==> src/logic/sser_pkg.sv <==
// Purpose: shared constants for the special sector and ECC report link
// Assumes: one clock domain, SPI mode 0 framing on the link
// Notes: host register map and device register-read map live here
package sser_pkg;
  // Command opcodes
  localparam logic [7:0] OP_SEC_WR = 8'h42;
  localparam logic [7:0] OP_SEC_RD = 8'h4B;
  localparam logic [7:0] OP_UNIT_Q = 8'h19;
  localparam logic [7:0] OP_CLR_LOG = 8'h1B;
  localparam logic [7:0] OP_REG_RD = 8'h65;
  // Lane modes: single, dual_lane_mode, quad_lane_mode
  localparam logic [1:0] LANES_SINGLE = 2'h0;
  localparam logic [1:0] LANES_DUAL = 2'h1;
  localparam logic [1:0] LANES_QUAD = 2'h2;
  // Output enables per mode
  localparam logic [3:0] OE_HOST_SINGLE = 4'h1;
  localparam logic [3:0] OE_DEV_SINGLE = 4'h2;
  localparam logic [3:0] OE_DUAL = 4'h3;
  localparam logic [3:0] OE_QUAD = 4'hF;
  // Field sizes
  localparam logic [3:0] BYTE_BITS = 4'h8;
  localparam logic [5:0] OP_BITS = 6'h08;
  localparam logic [5:0] ADDR_BITS = 6'h18;
  localparam logic [1:0] ADDR_LAST = 2'h2;
  localparam logic [2:0] NB_MAX = 3'h4;
  localparam int DBF_BIT = 4;
  localparam logic [23:0] UNIT_MASK = 24'hFFFFF8;
  localparam logic [15:0] CNT_MAX = 16'hFFFF;
  // Register-read selectors (low address byte)
  localparam logic [7:0] REG_ECC_STATUS = 8'h00;
  localparam logic [7:0] REG_TRAP0 = 8'h04;
  localparam logic [7:0] REG_TRAP1 = 8'h05;
  localparam logic [7:0] REG_TRAP2 = 8'h06;
  localparam logic [7:0] REG_TRAP3 = 8'h07;
  localparam logic [7:0] REG_CNT0 = 8'h08;
  localparam logic [7:0] REG_CNT1 = 8'h09;
  // Host AXI4-Lite map
  localparam logic [7:0] HR_CMD = 8'h00;
  localparam logic [7:0] HR_ADDR = 8'h04;
  localparam logic [7:0] HR_WDATA = 8'h08;
  localparam logic [7:0] HR_RDATA = 8'h0C;
  localparam logic [7:0] HR_STAT = 8'h10;
  localparam int CMD_LANE_LSB = 8;
  localparam int CMD_LAT_LSB = 10;
  localparam int CMD_NB_LSB = 16;
  localparam int STAT_BUSY_BIT = 0;
  localparam int STAT_DONE_BIT = 1;
  localparam logic [1:0] AXI_OKAY = 2'h0;
  localparam logic [1:0] AXI_SLVERR = 2'h2;

  // Bits moved per clock for a lane mode
  function automatic logic [3:0] lane_bits(input logic [1:0] mode);
    case (mode)
      LANES_DUAL: lane_bits = 4'h2;
      LANES_QUAD: lane_bits = 4'h4;
      default: lane_bits = 4'h1;
    endcase
  endfunction
endpackage

==> src/logic/sser_link_if.sv <==
// Purpose: link between host controller and memory device
// Assumes: each end reads the other end's values directly; the bench only checks the two enable sets
// Notes: no high-impedance values; each side drives value and enable
`timescale 1ns/100ps
interface sser_link_if;
  logic cs_n;
  logic sck;
  logic [3:0] h_out;
  logic [3:0] h_oe;
  logic [3:0] d_out;
  logic [3:0] d_oe;
  modport host (output cs_n, output sck, output h_out, output h_oe,
    input d_out, input d_oe);
  modport dev (input cs_n, input sck, input h_out, input h_oe,
    output d_out, output d_oe);
endinterface

==> src/logic/sser_host.sv <==
// Purpose: host end: frames link commands ordered over AXI4-Lite
// Assumes: DIV of at least 3 MCLK cycles per sck half period
// Notes: up to four data bytes per frame, first write byte in top bits, read bytes right-aligned
//
// The placing of the registers and the AXI4-Lite interface to the registers were decided locally.
`timescale 1ns/100ps
module sser_host #(
  parameter int DIV = 4
) (
  input wire logic MCLK,
  input wire logic ARST_N,
  input wire logic [7:0] AWADDR,
  input wire logic AWVALID,
  output logic AWREADY,
  input wire logic [31:0] WDATA,
  input wire logic [3:0] WSTRB,
  input wire logic WVALID,
  output logic WREADY,
  output logic [1:0] BRESP,
  output logic BVALID,
  input wire logic BREADY,
  input wire logic [7:0] ARADDR,
  input wire logic ARVALID,
  output logic ARREADY,
  output logic [31:0] RDATA,
  output logic [1:0] RRESP,
  output logic RVALID,
  input wire logic RREADY,
  sser_link_if.host LINK
);
  if (DIV < 3 || DIV > 255) begin : g_chk
    $error("DIV must lie in 3..255");
  end
  localparam logic [7:0] DIV_M1 = 8'(DIV - 1);

  typedef enum logic [2:0] {
    HS_IDLE, HS_OP, HS_ADDR, HS_DUMMY, HS_DATA, HS_END
  } sser_hst_t;

  typedef struct packed {
    sser_hst_t st;
    logic [7:0] dcnt;
    logic ph;
    logic cs_n;
    logic sck;
    logic [3:0] hout;
    logic [3:0] hoe;
    logic [31:0] cmdw;
    logic [31:0] areg;
    logic [31:0] wdat;
    logic [31:0] rdat;
    logic [63:0] tx;
    logic [5:0] bits;
    logic [3:0] dum;
    logic done;
    logic aw_got;
    logic w_got;
    logic [7:0] aw_addr;
    logic [31:0] wd;
    logic [3:0] ws;
    logic awready;
    logic wready;
    logic bvalid;
    logic [1:0] bresp;
    logic arready;
    logic rvalid;
    logic [31:0] rdata;
    logic [1:0] rresp;
  } sser_host_t;

  localparam sser_host_t HOST_RST = '{st: HS_IDLE, cs_n: 1'b1,
    default: '0};

  sser_host_t r;
  sser_host_t s;
  logic tick;
  logic last;
  logic is_wr;
  logic [3:0] w;
  logic [2:0] nbc;
  logic [31:0] c;
  sser_hst_t post;

  // Byte-lane merge for partial writes
  function automatic logic [31:0] merge(input logic [31:0] old,
      input logic [31:0] nw, input logic [3:0] strb);
    merge = old;
    for (int i = 0; i < 4; i++) begin
      if (strb[i]) begin
        merge[i*8 +: 8] = nw[i*8 +: 8];
      end
    end
  endfunction

  always_comb begin
    s = r;
    last = 1'b0;
    tick = (r.dcnt == DIV_M1);
    w = sser_pkg::lane_bits(r.cmdw[sser_pkg::CMD_LANE_LSB +: 2]);
    is_wr = (r.cmdw[7:0] == sser_pkg::OP_SEC_WR);
    nbc = r.cmdw[sser_pkg::CMD_NB_LSB +: 3];
    if (nbc > sser_pkg::NB_MAX) begin
      nbc = sser_pkg::NB_MAX;
    end
    post = (nbc == '0) ? HS_END : HS_DATA;
    c = merge(r.cmdw, r.wd, r.ws);
    // Write channel: address and data taken in either order
    if (BREADY && r.bvalid) begin
      s.bvalid = 1'b0;
    end
    if (AWVALID && r.awready) begin
      s.aw_got = 1'b1;
      s.aw_addr = AWADDR;
    end
    if (WVALID && r.wready) begin
      s.w_got = 1'b1;
      s.wd = WDATA;
      s.ws = WSTRB;
    end
    if (r.aw_got && r.w_got && !r.bvalid) begin
      s.aw_got = 1'b0;
      s.w_got = 1'b0;
      s.bvalid = 1'b1;
      s.bresp = sser_pkg::AXI_OKAY;
      case (r.aw_addr)
        sser_pkg::HR_CMD: begin
          // A command written while busy is dropped
          if (r.st == HS_IDLE) begin
            s.cmdw = c;
            s.tx = {c[7:0], r.areg[23:0], r.wdat};
            s.st = HS_OP;
            s.bits = sser_pkg::OP_BITS;
            s.cs_n = 1'b0;
            s.ph = 1'b0;
            s.dcnt = '0;
            s.done = 1'b0;
            s.rdat = '0;
          end
        end
        sser_pkg::HR_ADDR: s.areg = merge(r.areg, r.wd, r.ws) & 32'h00FFFFFF;
        sser_pkg::HR_WDATA: s.wdat = merge(r.wdat, r.wd, r.ws);
        sser_pkg::HR_RDATA, sser_pkg::HR_STAT: s.bresp = sser_pkg::AXI_OKAY;
        default: s.bresp = sser_pkg::AXI_SLVERR;
      endcase
    end
    s.awready = !s.aw_got && !s.bvalid;
    s.wready = !s.w_got && !s.bvalid;
    // Read channel
    if (RREADY && r.rvalid) begin
      s.rvalid = 1'b0;
    end
    if (ARVALID && r.arready) begin
      s.rvalid = 1'b1;
      s.rresp = sser_pkg::AXI_OKAY;
      case (ARADDR)
        sser_pkg::HR_CMD: s.rdata = r.cmdw;
        sser_pkg::HR_ADDR: s.rdata = r.areg;
        sser_pkg::HR_WDATA: s.rdata = r.wdat;
        sser_pkg::HR_RDATA: s.rdata = r.rdat;
        sser_pkg::HR_STAT: begin
          s.rdata = '0;
          s.rdata[sser_pkg::STAT_BUSY_BIT] = (r.st != HS_IDLE);
          s.rdata[sser_pkg::STAT_DONE_BIT] = r.done;
        end
        default: begin
          s.rdata = '0;
          s.rresp = sser_pkg::AXI_SLVERR;
        end
      endcase
    end
    s.arready = !s.rvalid;
    // Frame sequencer: half period per tick, drive low then sample high
    if (r.st != HS_IDLE) begin
      s.dcnt = tick ? '0 : r.dcnt + 8'h01;
      if (tick && !r.ph) begin
        s.sck = 1'b0;
        s.ph = 1'b1;
        s.hoe = '0;
        if (r.st == HS_END) begin
          // CS rises right after the last bit
          s.cs_n = 1'b1;
          s.st = HS_IDLE;
          s.done = 1'b1;
          s.ph = 1'b0;
        end else if (r.st != HS_DUMMY && (r.st != HS_DATA || is_wr)) begin
          // Lanes per mode, MSB first
          case (r.cmdw[sser_pkg::CMD_LANE_LSB +: 2])
            sser_pkg::LANES_DUAL: begin
              s.hout = {2'b00, r.tx[63:62]};
              s.hoe = sser_pkg::OE_DUAL;
            end
            sser_pkg::LANES_QUAD: begin
              s.hout = r.tx[63:60];
              s.hoe = sser_pkg::OE_QUAD;
            end
            default: begin
              s.hout = {3'b000, r.tx[63]};
              s.hoe = sser_pkg::OE_HOST_SINGLE;
            end
          endcase
          s.tx = r.tx << w;
        end
      end else if (tick) begin
        s.sck = 1'b1;
        s.ph = 1'b0;
        if (r.st == HS_DATA && !is_wr) begin
          case (r.cmdw[sser_pkg::CMD_LANE_LSB +: 2])
            sser_pkg::LANES_DUAL: s.rdat = {r.rdat[29:0], LINK.d_out[1:0]};
            sser_pkg::LANES_QUAD: s.rdat = {r.rdat[27:0], LINK.d_out};
            default: s.rdat = {r.rdat[30:0], LINK.d_out[1]};
          endcase
        end
        if (r.st == HS_DUMMY) begin
          s.dum = r.dum - 4'h1;
          last = (r.dum == 4'h1);
        end else begin
          s.bits = r.bits - 6'(w);
          last = (r.bits == 6'(w));
        end
        if (last) begin
          s.bits = {nbc, 3'b000};
          case (r.st)
            HS_OP: begin
              s.st = (r.cmdw[7:0] == sser_pkg::OP_CLR_LOG) ? HS_END : HS_ADDR;
              s.bits = sser_pkg::ADDR_BITS;
            end
            HS_ADDR: begin
              if (!is_wr && r.cmdw[sser_pkg::CMD_LAT_LSB +: 4] != '0) begin
                s.st = HS_DUMMY;
                s.dum = r.cmdw[sser_pkg::CMD_LAT_LSB +: 4];
              end else begin
                s.st = post;
              end
            end
            HS_DUMMY: s.st = post;
            default: s.st = HS_END;
          endcase
        end
      end
    end
  end

  always_ff @(posedge MCLK or negedge ARST_N) begin
    if (!ARST_N) begin
      r <= HOST_RST;
    end else begin
      r <= s;
    end
  end

  assign AWREADY = r.awready;
  assign WREADY = r.wready;
  assign BVALID = r.bvalid;
  assign BRESP = r.bresp;
  assign ARREADY = r.arready;
  assign RVALID = r.rvalid;
  assign RDATA = r.rdata;
  assign RRESP = r.rresp;
  assign LINK.cs_n = r.cs_n;
  assign LINK.sck = r.sck;
  assign LINK.h_out = r.hout;
  assign LINK.h_oe = r.hoe;
endmodule

==> src/flat_wrapper.sv <==
// flat-port wrapper written by rule: the top's interface ports become plain ports
module sser_host_flat 
#(
  parameter int DIV = 4
)
  (MCLK, ARST_N, AWADDR, AWVALID, AWREADY, WDATA, WSTRB, WVALID, WREADY, BRESP, BVALID, BREADY, ARADDR, ARVALID, ARREADY, RDATA, RRESP, RVALID, RREADY, LINK_cs_n, LINK_sck, LINK_h_out, LINK_h_oe, LINK_d_out, LINK_d_oe);
  sser_link_if LINK_i ();
  input wire logic MCLK;
  input wire logic ARST_N;
  input wire logic [7:0] AWADDR;
  input wire logic AWVALID;
  output logic AWREADY;
  input wire logic [31:0] WDATA;
  input wire logic [3:0] WSTRB;
  input wire logic WVALID;
  output logic WREADY;
  output logic [1:0] BRESP;
  output logic BVALID;
  input wire logic BREADY;
  input wire logic [7:0] ARADDR;
  input wire logic ARVALID;
  output logic ARREADY;
  output logic [31:0] RDATA;
  output logic [1:0] RRESP;
  output logic RVALID;
  input wire logic RREADY;
  output wire logic [$bits(LINK_i.cs_n)-1:0] LINK_cs_n;
  output wire logic [$bits(LINK_i.sck)-1:0] LINK_sck;
  output wire logic [$bits(LINK_i.h_out)-1:0] LINK_h_out;
  output wire logic [$bits(LINK_i.h_oe)-1:0] LINK_h_oe;
  input wire logic [$bits(LINK_i.d_out)-1:0] LINK_d_out;
  input wire logic [$bits(LINK_i.d_oe)-1:0] LINK_d_oe;
  assign LINK_cs_n = LINK_i.cs_n;
  assign LINK_sck = LINK_i.sck;
  assign LINK_h_out = LINK_i.h_out;
  assign LINK_h_oe = LINK_i.h_oe;
  assign LINK_i.d_out = LINK_d_out;
  assign LINK_i.d_oe = LINK_d_oe;
  sser_host #(.DIV(DIV)) u_core (.MCLK(MCLK), .ARST_N(ARST_N), .AWADDR(AWADDR), .AWVALID(AWVALID), .AWREADY(AWREADY), .WDATA(WDATA), .WSTRB(WSTRB), .WVALID(WVALID), .WREADY(WREADY), .BRESP(BRESP), .BVALID(BVALID), .BREADY(BREADY), .ARADDR(ARADDR), .ARVALID(ARVALID), .ARREADY(ARREADY), .RDATA(RDATA), .RRESP(RRESP), .RVALID(RVALID), .RREADY(RREADY), .LINK(LINK_i));
endmodule
==> config.mk <==
export PLATFORM = sky130hd
export DESIGN_NAME = sser_host_flat
export DESIGN_NICKNAME = d
export VERILOG_FILES = /design/src/logic/sser_pkg.sv /design/src/logic/sser_link_if.sv /design/src/logic/sser_host.sv /design/src/flat_wrapper.sv
export SDC_FILE = /design/constraint.sdc
export NUM_CORES = 1
export LEC_CHECK = 0
export ABC_AREA = 1
export CORE_ASPECT_RATIO = 1.25
export CORE_MARGIN = 4
export CORE_UTILIZATION = 55
export DETAILED_ROUTE_END_ITERATION = 10
export DONT_BUFFER_PORTS = 1
export PLACE_DENSITY_LB_ADDON = 0.3
export REMOVE_ABC_BUFFERS = 1
export SLEW_MARGIN = 30
export SYNTH_ARGS = -nofsm -noshare
export SYNTH_HDL_FRONTEND = slang
export SYNTH_SLANG_ARGS = --single-unit
==> constraint.sdc <==
create_clock -name MCLK -period 3.18 [get_ports MCLK]
set_input_delay 0.477 -clock MCLK [delete_from_list [all_inputs] [get_ports MCLK]]
set_output_delay 0.477 -clock MCLK [all_outputs]
set_load 0.1 [all_outputs]
==> results by group, run 1 <==
Route
  • TritonRoute pass-1 iters: 7
  • Routed WL: 48300 um
  • # DRC: 0
  • Total number of vias: 15690
  • Average wire per standard cell: 17.62 um
  • Post-DRT Antenna Nets: 0
  • First DRT Iteration DRCs: 1643
  • Via/cell ratio: 5.720

Final layout
  • Layout area overhead: 6.617%
  • Share of cells above drive strength 1: 5.953%
  • Antenna cells: 0
  • Utilization after layout: 59.46%
  • Nets@finish: 2391
  • Fin cells: 2742

Power
  • Seq pwr share: 41.1%
  • Internal power: 0.008046 W
  • Psw: 0.005710 W
  • Static Leakage: 9.623 nW
  • Worst VDD drop: 461.4 uV
  • Gate power share: 32.6%
  • Cell Pwr Density: 746.5 nW/um2
  • Pwr Total: 0.01376 W
  • Clock Power Share: 26.3%
  • Net Sw Frac: 41.51%

Global route
  • GR Overflow Total: 0
  • All-layer global routing usage: 27.39%
  • Largest net degree at the start of global routing: 302
  • Vias in the first global route: 14900
  • Initial antenna violation count: 2
  • First-pass GRT wire length: 77250 um

Synthesis
  • Top cells by area, synth: dfrtp_1 (43%), nand2_1 (21%), nand3_1 (8.8%), o21ai_0 (5.2%), mux2i_1 (3.9%)
  • Post-synth ARST share: 100.0%
  • EDFF count, synth: 0
  • Post-synthesis xor/xnor area fraction: 0.1014%
  • Yosys warnings: 0
  • Syn Inst Count: 2395
  • FF+latch count, synth: 301
  • Area leader, netlist: dfrtp_1
  • Synth Cell Area: 17280 um2
  • Main combinational cell family by area after synthesis: simple AND/OR/NAND/NOR gates
  • Post-synthesis mux area share: 3.938%
  • Avg Cell Area, Syn: 7.216 um2
  • Adder-cell share of the synthesized area: 0.8398%
  • Post-synthesis compound-gate area fraction: 8.289%
  • Primary FF master, synth: dfrtp_1
  • Top post-synthesis cells by count: nand2_1 (945), nand3_1 (305), dfrtp_1 (300)
  • Post-synthesis simple-gate area fraction: 34.01%
  • Netlist cell types: 45
  • Count leader, synth: nand2_1
  • Share of the synthesized area in the top cell type: 43.44%
  • Seq/Total Area, Yosys: 43.59%

Clock tree
  • Post-CTS setup buffers: 0
  • Clock root buffer: clkbuf_16
  • Sink Count: 301
  • Hold buffers post-CTS: 28
  • Clk Latency, worst-skew pair: 0.60 ns
  • Max Root-Sink Buffers: 3
  • H-tree levels: 1
  • CTS tree: built
  • CTS buffer count: 31
  • Clock transition at path regs: 0.07 ns

Worst setup path
  • CP max-delay cell: inv_1
  • Required time of the critical path: 3.72 ns
  • Crit path buf inv count: 3
  • Top cell by count, worst path: inv_1
  • Slowest stage delay, CP: 0.73 ns
  • Worst setup EP type: flop
  • Critical path, cell by cell: inv_1 -> ha_4 -> inv_1 -> nand2_1 -> nand3_1 -> o21ai_0 -> or2_2 -> nand3_1 -> nand2_1 -> inv_1
  • CP Launch Type: flop
  • Crit-path max FO: 29
  • Critical path class: reg2reg
  • Worst R2R Setup Slack: 0.54 ns
  • Cell family with most CP delay: buffers and inverters
  • CP arrival: 3.18 ns

Min path
  • Worst hold-check path type: in2async

Floorplanning
  • Core Area: 30990 um2
  • Die ar.: 34340 um2
  • Site Rows: 72
  • Initial Util: 55.77%
  • Die X: 166.6 um
  • Die Ht: 206.2 um
  • I/O pin count: 118

Timing
  • RSZ-0062 raised after global routing: no
  • # setup viols final: 0
  • Minimum clock period: 2.640 ns
  • Slew Limit Fails: 0
  • Final Hold Fails: 301
  • Clock Skews: 0.02442 ns
  • Worst Tran Pin Value: 0.9640 ns
  • Final Hold Slack: -0.4224 ns
  • Fmax: 0.3787 GHz
  • Rel. slew slack: 35.73%
  • Fin crit share: 83.03%

Outcome
  • Outcome: finished with violations
  • Violated checks: hold timing

Placement
  • Routability cong.: 0.8871
  • DP Cell Count: 2659
  • Detailed Place HPWL: 32380 um
  • IO Port Bufs: 0

Job
  • Max-Cap Viols: 0
## sequential cells by signal, summed over array words and instances, names as in the netlist, 3 cells and up
register / count
u_core.RDATA: 32
u_core.LINK.h_oe: 3
u_core.LINK.h_out: 4
u_core.r: 253
## path summary, 6_finish.rpt
| kind | start | to | cells after the start |
|---|---|---|---|
| min in group MCLK | WDATA[12] | u_core.r[57]$_DFFE_PN0P_ | 2 |
| setup reg to reg | u_core.r[266]$_DFFE_PN0P_ | u_core.r[155]$_DFF_PN0_ | 10 |
| max in group asynchronous | ARST_N | u_core.RDATA[8]$_DFFE_PN0P_ | 0 |
| hold / removal | ARST_N | u_core.r[306]$_DFFE_PN0P_ | 0 |
| setup / recovery | u_core.r[266]$_DFFE_PN0P_ | u_core.r[155]$_DFF_PN0_ | 10 |
| hold reg to reg | u_core.r[281]$_DFFE_PN0P_ | u_core.r[281]$_DFFE_PN0P_ | 2 |
## area by class of cell
cell class / count / area [um2]
multi-input cells: 1750 / 8203
clock inverters: 16 / 150.1
inverters: 172 / 648.1
fillers: 2816 / 12560
clock buffers: 39 / 845.8
repair buffers: 57 / 535.5
well taps: 407 / 509.2
flip-flops and latches: 301 / 7535
## cells by family (layout without fill, tap and decap cells)
group / after synthesis / after routing
buffers and inverters: 345 / 284
AND/OR/NAND/NOR: 1394 / 1394
flip-flops: 301 / 301
other: 1 / 2
XOR/XNOR: 2 / 2
adder cells (fa/ha/maj): 11 / 11
multiplexers: 68 / 68
AO/OA/AOI/OAI: 273 / 273
## layout by cell type (no fill, tap or decap), types with 5 or more instances in the layout
cell type | netlist | layout
inv_2 | 10 | 11
nor2_1 | 73 | 72
o21ai_1 | 43 | 43
ha_1 | 10 | 7
nand2_1 | 945 | 944
nand3_1 | 305 | 305
clkbuf_16 | 0 | 31
mux2i_1 | 68 | 68
o22ai_1 | 21 | 21
clkinvlp_4 | 0 | 8
nor2_4 | 5 | 6
o21ai_0 | 181 | 181
nor2_2 | 10 | 10
o211ai_1 | 5 | 5
dlygate4sd3_1 | 0 | 28
a21oi_1 | 13 | 13
or2_2 | 9 | 9
inv_1 | 159 | 158
nor3_1 | 7 | 7
dfrtp_1 | 300 | 299
buf_4 | 50 | 26
nand2_2 | 4 | 5
nand4_1 | 21 | 21
## through the flow
step                worst slack, ns  cell area [um2]  hold WS [ns]  setup TNS [ns]
finish                       0.5396            18430       -0.4224               0
global route                 0.3515            18430       -0.4412               0
CTS                          0.6125            18430       -0.4314               0
detailed placement           0.6152            17150        0.1999               0
global placement             0.6701            17150        0.1941               0
floorplan                    -2.071            16340        0.1814         -122.25
## metal layers
| metal | vias to the layer above | wire [um] | GRT usage [%] |
|---|---|---|---|
| met2 | 638 | 24000 | 48.01 |
| met4 | 4 | 1687 | 9.412 |
| li1 | 7512 | - | - |
| met5 | - | 29 | 0 |
| met3 | 115 | 3335 | 3.635 |
| met1 | 7416 | 19250 | 35.23 |
## timing repair
action                                  CTS  global route
resized for setup                         0             0
endpoints found under the hold margin   329           301
endpoints found under the setup margin    0             0
## power groups by stage
stage	Sequential, W	Combinational, W	Clock, W
after detailed placement	0.00568	0.00438	0
final	0.00565	0.00449	0.00362
after global placement	0.00564	0.00427	0
after CTS	0.00562	0.00444	0.00365
after global routing	0.00574	0.00502	0.00381
after floorplan	0.00556	0.00332	0
No activity file was read; power rests on OpenSTA's default activity.
==> run 2: changes to the inputs <==
--- a/config.mk
+++ b/config.mk
@@ -5,7 +5,7 @@
 export SDC_FILE = /design/constraint.sdc
 export NUM_CORES = 1
 export LEC_CHECK = 0
-export ABC_AREA = 1
+export ABC_AREA = 0
 export CORE_ASPECT_RATIO = 1.25
 export CORE_MARGIN = 4
 export CORE_UTILIZATION = 55
==> constraint.sdc (replaced) <==
create_clock -name MCLK -period 2.4 [get_ports MCLK]
set_input_delay 0.36 -clock MCLK [delete_from_list [all_inputs] [get_ports MCLK]]
set_output_delay 0.36 -clock MCLK [all_outputs]
set_load 0.1 [all_outputs]
==> results by group, run 2 <==
Job
  • Max-Cap Viols: 0

Synthesis
  • Post-synthesis compound-gate area fraction: 10.25%
  • Post-synthesis mux area share: 25.68%
  • Yosys warnings: 0
  • Netlist cell types: 67
  • Post-synthesis xor/xnor area fraction: 0.2129%
  • Adder-cell share of the synthesized area: 0.8819%
  • Post-synth ARST share: 100.0%
  • Top cells by area, synth: dfrtp_1 (46%), mux4_2 (10%), mux2_2 (9.9%), mux2i_1 (5.3%), nand2_1 (4.6%)
  • Post-synthesis simple-gate area fraction: 12.20%
  • Seq/Total Area, Yosys: 45.78%
  • Synth Cell Area: 16460 um2
  • EDFF count, synth: 0
  • Top post-synthesis cells by count: dfrtp_1 (300), nand2_1 (203), mux2_2 (145)
  • Area leader, netlist: dfrtp_1
  • Avg Cell Area, Syn: 11.13 um2
  • Main combinational cell family by area after synthesis: multiplexers
  • FF+latch count, synth: 301
  • Share of the synthesized area in the top cell type: 45.62%
  • Syn Inst Count: 1478
  • Primary FF master, synth: dfrtp_1
  • Count leader, synth: dfrtp_1

Clock tree
  • CTS buffer count: 34
  • Clk Latency, worst-skew pair: 0.53 ns
  • CTS tree: built
  • H-tree levels: 2
  • Sink Count: 301
  • Clock transition at path regs: 0.06 ns
  • Clock root buffer: clkbuf_16
  • Hold buffers post-CTS: 47
  • Max Root-Sink Buffers: 3

Placement
  • Detailed Place HPWL: 28230 um
  • Place WS: -0.1661 ns
  • DP Cell Count: 1832
  • Routability cong.: 0.8715
  • IO Port Bufs: 0

Floorplanning
  • Die Ht: 201.4 um
  • Site Rows: 70
  • Die X: 162.7 um
  • Die ar.: 32770 um2
  • Initial Util: 55.92%
  • Core Area: 29430 um2
  • I/O pin count: 118

Timing
  • Final Hold Fails: 301
  • Slew Limit Fails: 0
  • # setup viols final: 70
  • Worst Tran Pin Value: 0.9120 ns
  • Fin crit share: 105.0%
  • Setup slack after layout: -0.1199 ns
  • Fmax: 0.3968 GHz
  • Minimum clock period: 2.520 ns
  • Final Hold Slack: -0.4631 ns
  • Setup TNS: -3.631 ns
  • Rel. slew slack: 39.20%
  • RSZ-0062 raised after global routing: yes
  • Clock Skews: 0.01180 ns

Power
  • Clock Power Share: 33.0%
  • Seq pwr share: 43.3%
  • Net Sw Frac: 32.43%
  • Gate power share: 23.7%
  • Internal power: 0.01117 W
  • Cell Pwr Density: 857.6 nW/um2
  • Static Leakage: 8.458 nW
  • Psw: 0.005362 W
  • Worst VDD drop: 972.3 uV

Min path
  • Worst hold-check path type: in2async

Route
  • Average wire per standard cell: 22.41 um
  • Total number of vias: 12400
  • # DRC: 0
  • First DRT Iteration DRCs: 1025
  • Post-DRT Antenna Nets: 0
  • Routed WL: 43810 um
  • TritonRoute pass-1 iters: 5
  • Via/cell ratio: 6.342

Worst setup path
  • Critical path, cell by cell: ha_2 -> or4b_4 -> or2_4 -> or4_4 -> buf_6 -> buf_6 -> a221oi_2 -> a21oi_1
  • CP arrival: 2.92 ns
  • Worst setup EP type: flop
  • Crit-path max FO: 5
  • Slowest stage delay, CP: 0.59 ns
  • Required time of the critical path: 2.80 ns
  • CP max-delay cell: or4_4
  • Top cell by count, worst path: buf_6
  • Critical path class: reg2reg
  • CP Launch Type: flop

Outcome
  • Outcome: finished with violations
  • Violated checks: hold timing, setup timing

Global route
  • Vias in the first global route: 12500
  • All-layer global routing usage: 26.65%
  • Largest net degree at the start of global routing: 302
  • GR Overflow Total: 0
  • First-pass GRT wire length: 70030 um
  • Initial antenna violation count: 1

Final layout
  • Max reg flops: 253
  • Fin cells: 1955
  • Layout area overhead: 17.13%
  • Most common cell after layout, fill and taps aside: dfrtp_1
  • Nets@finish: 1613
  • Most frequent cells in the layout: dfrtp_1 (298), nand2_1 (199), mux2_2 (142)
  • Share of cells above drive strength 1: 28.82%
  • Largest Register: u_core.r
## run 2: cell families (layout without fill, tap and decap cells)
group / Yosys count / in the layout
AO/OA/AOI/OAI: 268 / 268
AND/OR/NAND/NOR: 421 / 421
multiplexers: 309 / 309
flip-flops: 301 / 301
adder cells (fa/ha/maj): 11 / 11
other: 1 / 3
XOR/XNOR: 4 / 4
buffers and inverters: 163 / 242
## run 2: final cells by class
cell class / instances / area [um2]
timing repair buffer: 167 / 1642
inverter: 16 / 60.06
clock inverter: 11 / 138.9
sequential: 301 / 7536
fill: 2236 / 10150
antenna: 1 / 2.502
tap: 396 / 495.5
multi-input combinational: 1015 / 8364
clock buffer: 48 / 1037
## run 2: repair_timing
action | 4_1_cts | 5_1_grt
setup endpoints to repair | 174 | 160
setup buffers | 10 | 3
pin swaps | 11 | 3
resized for setup | 44 | 26
endpoints found under the hold margin | 349 | 301
gates cloned | 4 | 0
## run 2: layer usage
layer	GRT usage [%]	wire, um
met5	0	0
met4	10.97	2005
met3	3.872	2622
met2	44.45	21790
met1	35.10	17390
## run 2: per-stage QoR
stage                     cell area, um2  hold WS (ns)  utilization [%]  power [W]
after floorplan                    15700       0.06441                -   0.009470
after global placement             17170       0.07901            58.36    0.01066
after detailed placement           17170       0.08037            58.36    0.01082
after CTS                          19120       -0.4751            64.98    0.01647
after global routing               19280       -0.4701            65.50    0.01724
final                              19280       -0.4631            65.50    0.01653
## run 2: worst paths after layout
path,from,endpoint,slack [ns],depth (start not counted)
hold / removal,ARST_N,u_core.r[307]$_DFFE_PN0P_,-0.46,0
max in group asynchronous,ARST_N,u_core.r[129]$_DFF_PN0_,2.54,0
hold reg to reg,u_core.RDATA[16]$_DFFE_PN0P_,u_core.RDATA[16]$_DFFE_PN0P_,0.47,2
setup reg to reg,u_core.r[302]$_DFFE_PN0P_,u_core.r[102]$_DFF_PN0_,-0.12,8
min in group MCLK,ARADDR[4],u_core.RRESP[1]$_DFFE_PN0P_,0.06,2
setup / recovery,u_core.r[302]$_DFFE_PN0P_,u_core.r[102]$_DFF_PN0_,-0.12,8
## run 2: critical path: cells and delay by family, from the launching register on
kind / cells / cell delay, ns
compound gates: 2 / 0.25
flops: 1 / 0.36
buf+inv: 2 / 0.28
simple gates: 3 / 1.31
fa+ha+maj: 1 / 0.19
## run 2: power by group through the flow
stage                     sequential, W  combinational (W)  clock (W)
after floorplan                 0.00712            0.00235          0
after detailed placement        0.00713            0.00370          0
final                           0.00716            0.00393    0.00545
after global routing            0.00726            0.00426    0.00572
after CTS                       0.00709            0.00385    0.00554
after global placement          0.00708            0.00359          0
==> run 3: changes to the inputs <==
--- a/config.mk
+++ b/config.mk
@@ -9,6 +9,7 @@
 export CORE_ASPECT_RATIO = 1.25
 export CORE_MARGIN = 4
 export CORE_UTILIZATION = 55
+export CTS_BUF_LIST = sky130_fd_sc_hd__clkbuf_2
 export DETAILED_ROUTE_END_ITERATION = 10
 export DONT_BUFFER_PORTS = 1
 export PLACE_DENSITY_LB_ADDON = 0.3
==> results by group, run 3 (synthesized netlist as in run 2, its figures left out) <==
Route
  • Total number of vias: 13130
  • Via/cell ratio: 6.350
  • Average wire per standard cell: 22.83 um
  • Post-DRT Antenna Nets: 0
  • # DRC: 0
  • First DRT Iteration DRCs: 1282
  • Routed WL: 47200 um
  • TritonRoute pass-1 iters: 5

Worst setup path
  • Required time of the critical path: 3.19 ns
  • Worst setup EP type: flop
  • CP arrival: 3.29 ns
  • CP Launch Type: flop
  • Critical path class: reg2reg
  • Crit-path max FO: 5

Global route
  • First-pass GRT wire length: 72300 um
  • Initial antenna violation count: 1
  • Vias in the first global route: 13110
  • All-layer global routing usage: 27.61%
  • Largest net degree at the start of global routing: 302
  • GR Overflow Total: 0

Power
  • Pwr Total: 0.01482 W
  • Static Leakage: 8.688 nW
  • Worst VDD drop: 769.7 uV
  • Cell Pwr Density: 754.4 nW/um2

Placement
  • IO Port Bufs: 0
  • Dpl cell area: 17170 um2
  • Routability cong.: 0.8715
  • Place WS: -0.1661 ns
  • DP Cell Count: 1832
  • Detailed Place HPWL: 28230 um

Final layout
  • Layout area overhead: 19.37%
  • Largest Register: u_core.r
  • Finished Cell Area: 19650 um2
  • Most common cell after layout, fill and taps aside: dfrtp_1
  • Share of cells above drive strength 1: 34.27%
  • Nets@finish: 1691
  • Max reg flops: 253
  • Most frequent cells in the layout: dfrtp_1 (298), nand2_1 (198), mux2_2 (142)
  • Fin cells: 2067

Clock tree
  • Max Root-Sink Buffers: 3
  • CTS tree: built
  • Clk Latency, worst-skew pair: 0.96 ns
  • Clock transition at path regs: 0.12 ns
  • Clock root buffer: clkbuf_2
  • H-tree levels: 3
  • Sink Count: 301
  • CTS buffer count: 77

Floorplanning
  • Site Rows: 70
  • Die X: 162.7 um
  • Die Ht: 201.4 um
  • I/O pin count: 118
  • Initial Util: 55.92%
  • Core Area: 29430 um2
  • Die ar.: 32770 um2

Timing
  • Setup slack after layout: -0.1001 ns
  • Rel. slew slack: 39.27%
  • Clock Skews: 0.09323 ns
  • Final Hold Fails: 301
  • Worst Tran Pin Value: 0.9110 ns
  • Final Hold Slack: -0.8932 ns
  • # setup viols final: 61
  • RSZ-0062 raised after global routing: yes
  • Slew Limit Fails: 0
  • Fin crit share: 104.2%
  • Setup TNS: -1.840 ns
  • Fmax: 0.4000 GHz
  • Minimum clock period: 2.500 ns

Outcome
  • Outcome: finished with violations
  • Violated checks: hold timing, setup timing

Job
  • Max-Cap Viols: 0

Min path
  • Worst hold-check path type: in2async
[run 3: cell count changes in the layout (fill, tap and decap cells not counted), moves of 7 or more]
cell | before | now
clkbuf_2 | 0 | 116
and3_1 | 48 | 32
buf_4 | 93 | 86
clkbuf_8 | 7 | 0
and3_4 | 1 | 17
clkinv_1 | 0 | 14
clkbuf_16 | 37 | 9
a21oi_1 | 91 | 69
a21oi_2 | 8 | 28
dlygate4sd3_1 | 47 | 68
buf_16 | 2 | 10
[run 3: path summary, 6_finish.rpt]
path                       cells after the start                              end                         start  slack (ns)
min in group MCLK                              2          u_core.WREADY$_DFF_PN0_                        WVALID        0.02
max reg2reg                                    6           u_core.r[99]$_DFF_PN0_     u_core.r[301]$_DFFE_PN0P_       -0.10
min reg2reg                                    2     u_core.RDATA[18]$_DFFE_PN0P_  u_core.RDATA[18]$_DFFE_PN0P_        0.49
max                                            6           u_core.r[99]$_DFF_PN0_     u_core.r[301]$_DFFE_PN0P_       -0.10
max in group asynchronous                      0  u_core.LINK.h_oe[2]$_DFFE_PN0P_                        ARST_N        2.48
min                                            0         u_core.r[88]$_DFFE_PN0P_                        ARST_N       -0.89
[run 3: power breakdown]
part	total (W)	switching (W)	internal, W	leakage (nW)
logic	0.00412	0.00212	0.00199	4.12
registers	0.00717	0.00126	0.00591	4.03
clock network	0.00353	0.00215	0.00138	0.535
total	0.0148	0.00554	0.00929	8.69
[run 3: cell type report]
type	count	area, um2
Clock inverter	19	98.84
Inverter	16	60.06
Timing Repair Buffer	201	2272
Sequential cell	301	7536
Multi-Input combinational cell	1016	8597
Fill cell	2177	9783
Antenna cell	2	5.005
Tap cell	396	495.5
Clock buffer	116	580.6
[run 3: timing repair]
action | in CTS | in global routing
gates resized for setup | 58 | 73
hold buffers | 69 | 2
endpoints found under the hold margin | 388 | 306
endpoints found under the setup margin | 168 | 178
gates cloned | 6 | 11
pin swaps | 10 | 6
setup buffers | 7 | 5
[run 3: worst max-delay path, stage by stage, from the launching register on]
cell and delay [ns]:
dfrtp_1 0.36, ha_2 0.18, or4b_4 0.47, or2_4 0.28, or4_4 0.59, or4_1 0.41
o21ai_1 0.10
[run 3: stage by stage]
stage | utilization [%] | hold WS, ns
floorplan | - | 0.06441
global placement | 58.36 | 0.07901
detailed placement | 58.36 | 0.08037
CTS | 64.67 | -0.9582
global route | 66.75 | -0.9461
finish | 66.76 | -0.8932
[run 3: routing by layer]
layer | vias to the layer above | wire length (um) | share of wire, % | track usage (%)
met5 | - | 0 | 0 | 0
met4 | 0 | 2329 | 4.9 | 12.14
met3 | 155 | 3547 | 7.5 | 5.941
met2 | 673 | 23230 | 49 | 44.82
met1 | 6580 | 18090 | 38 | 35.85
li1 | 5717 | - | - | -
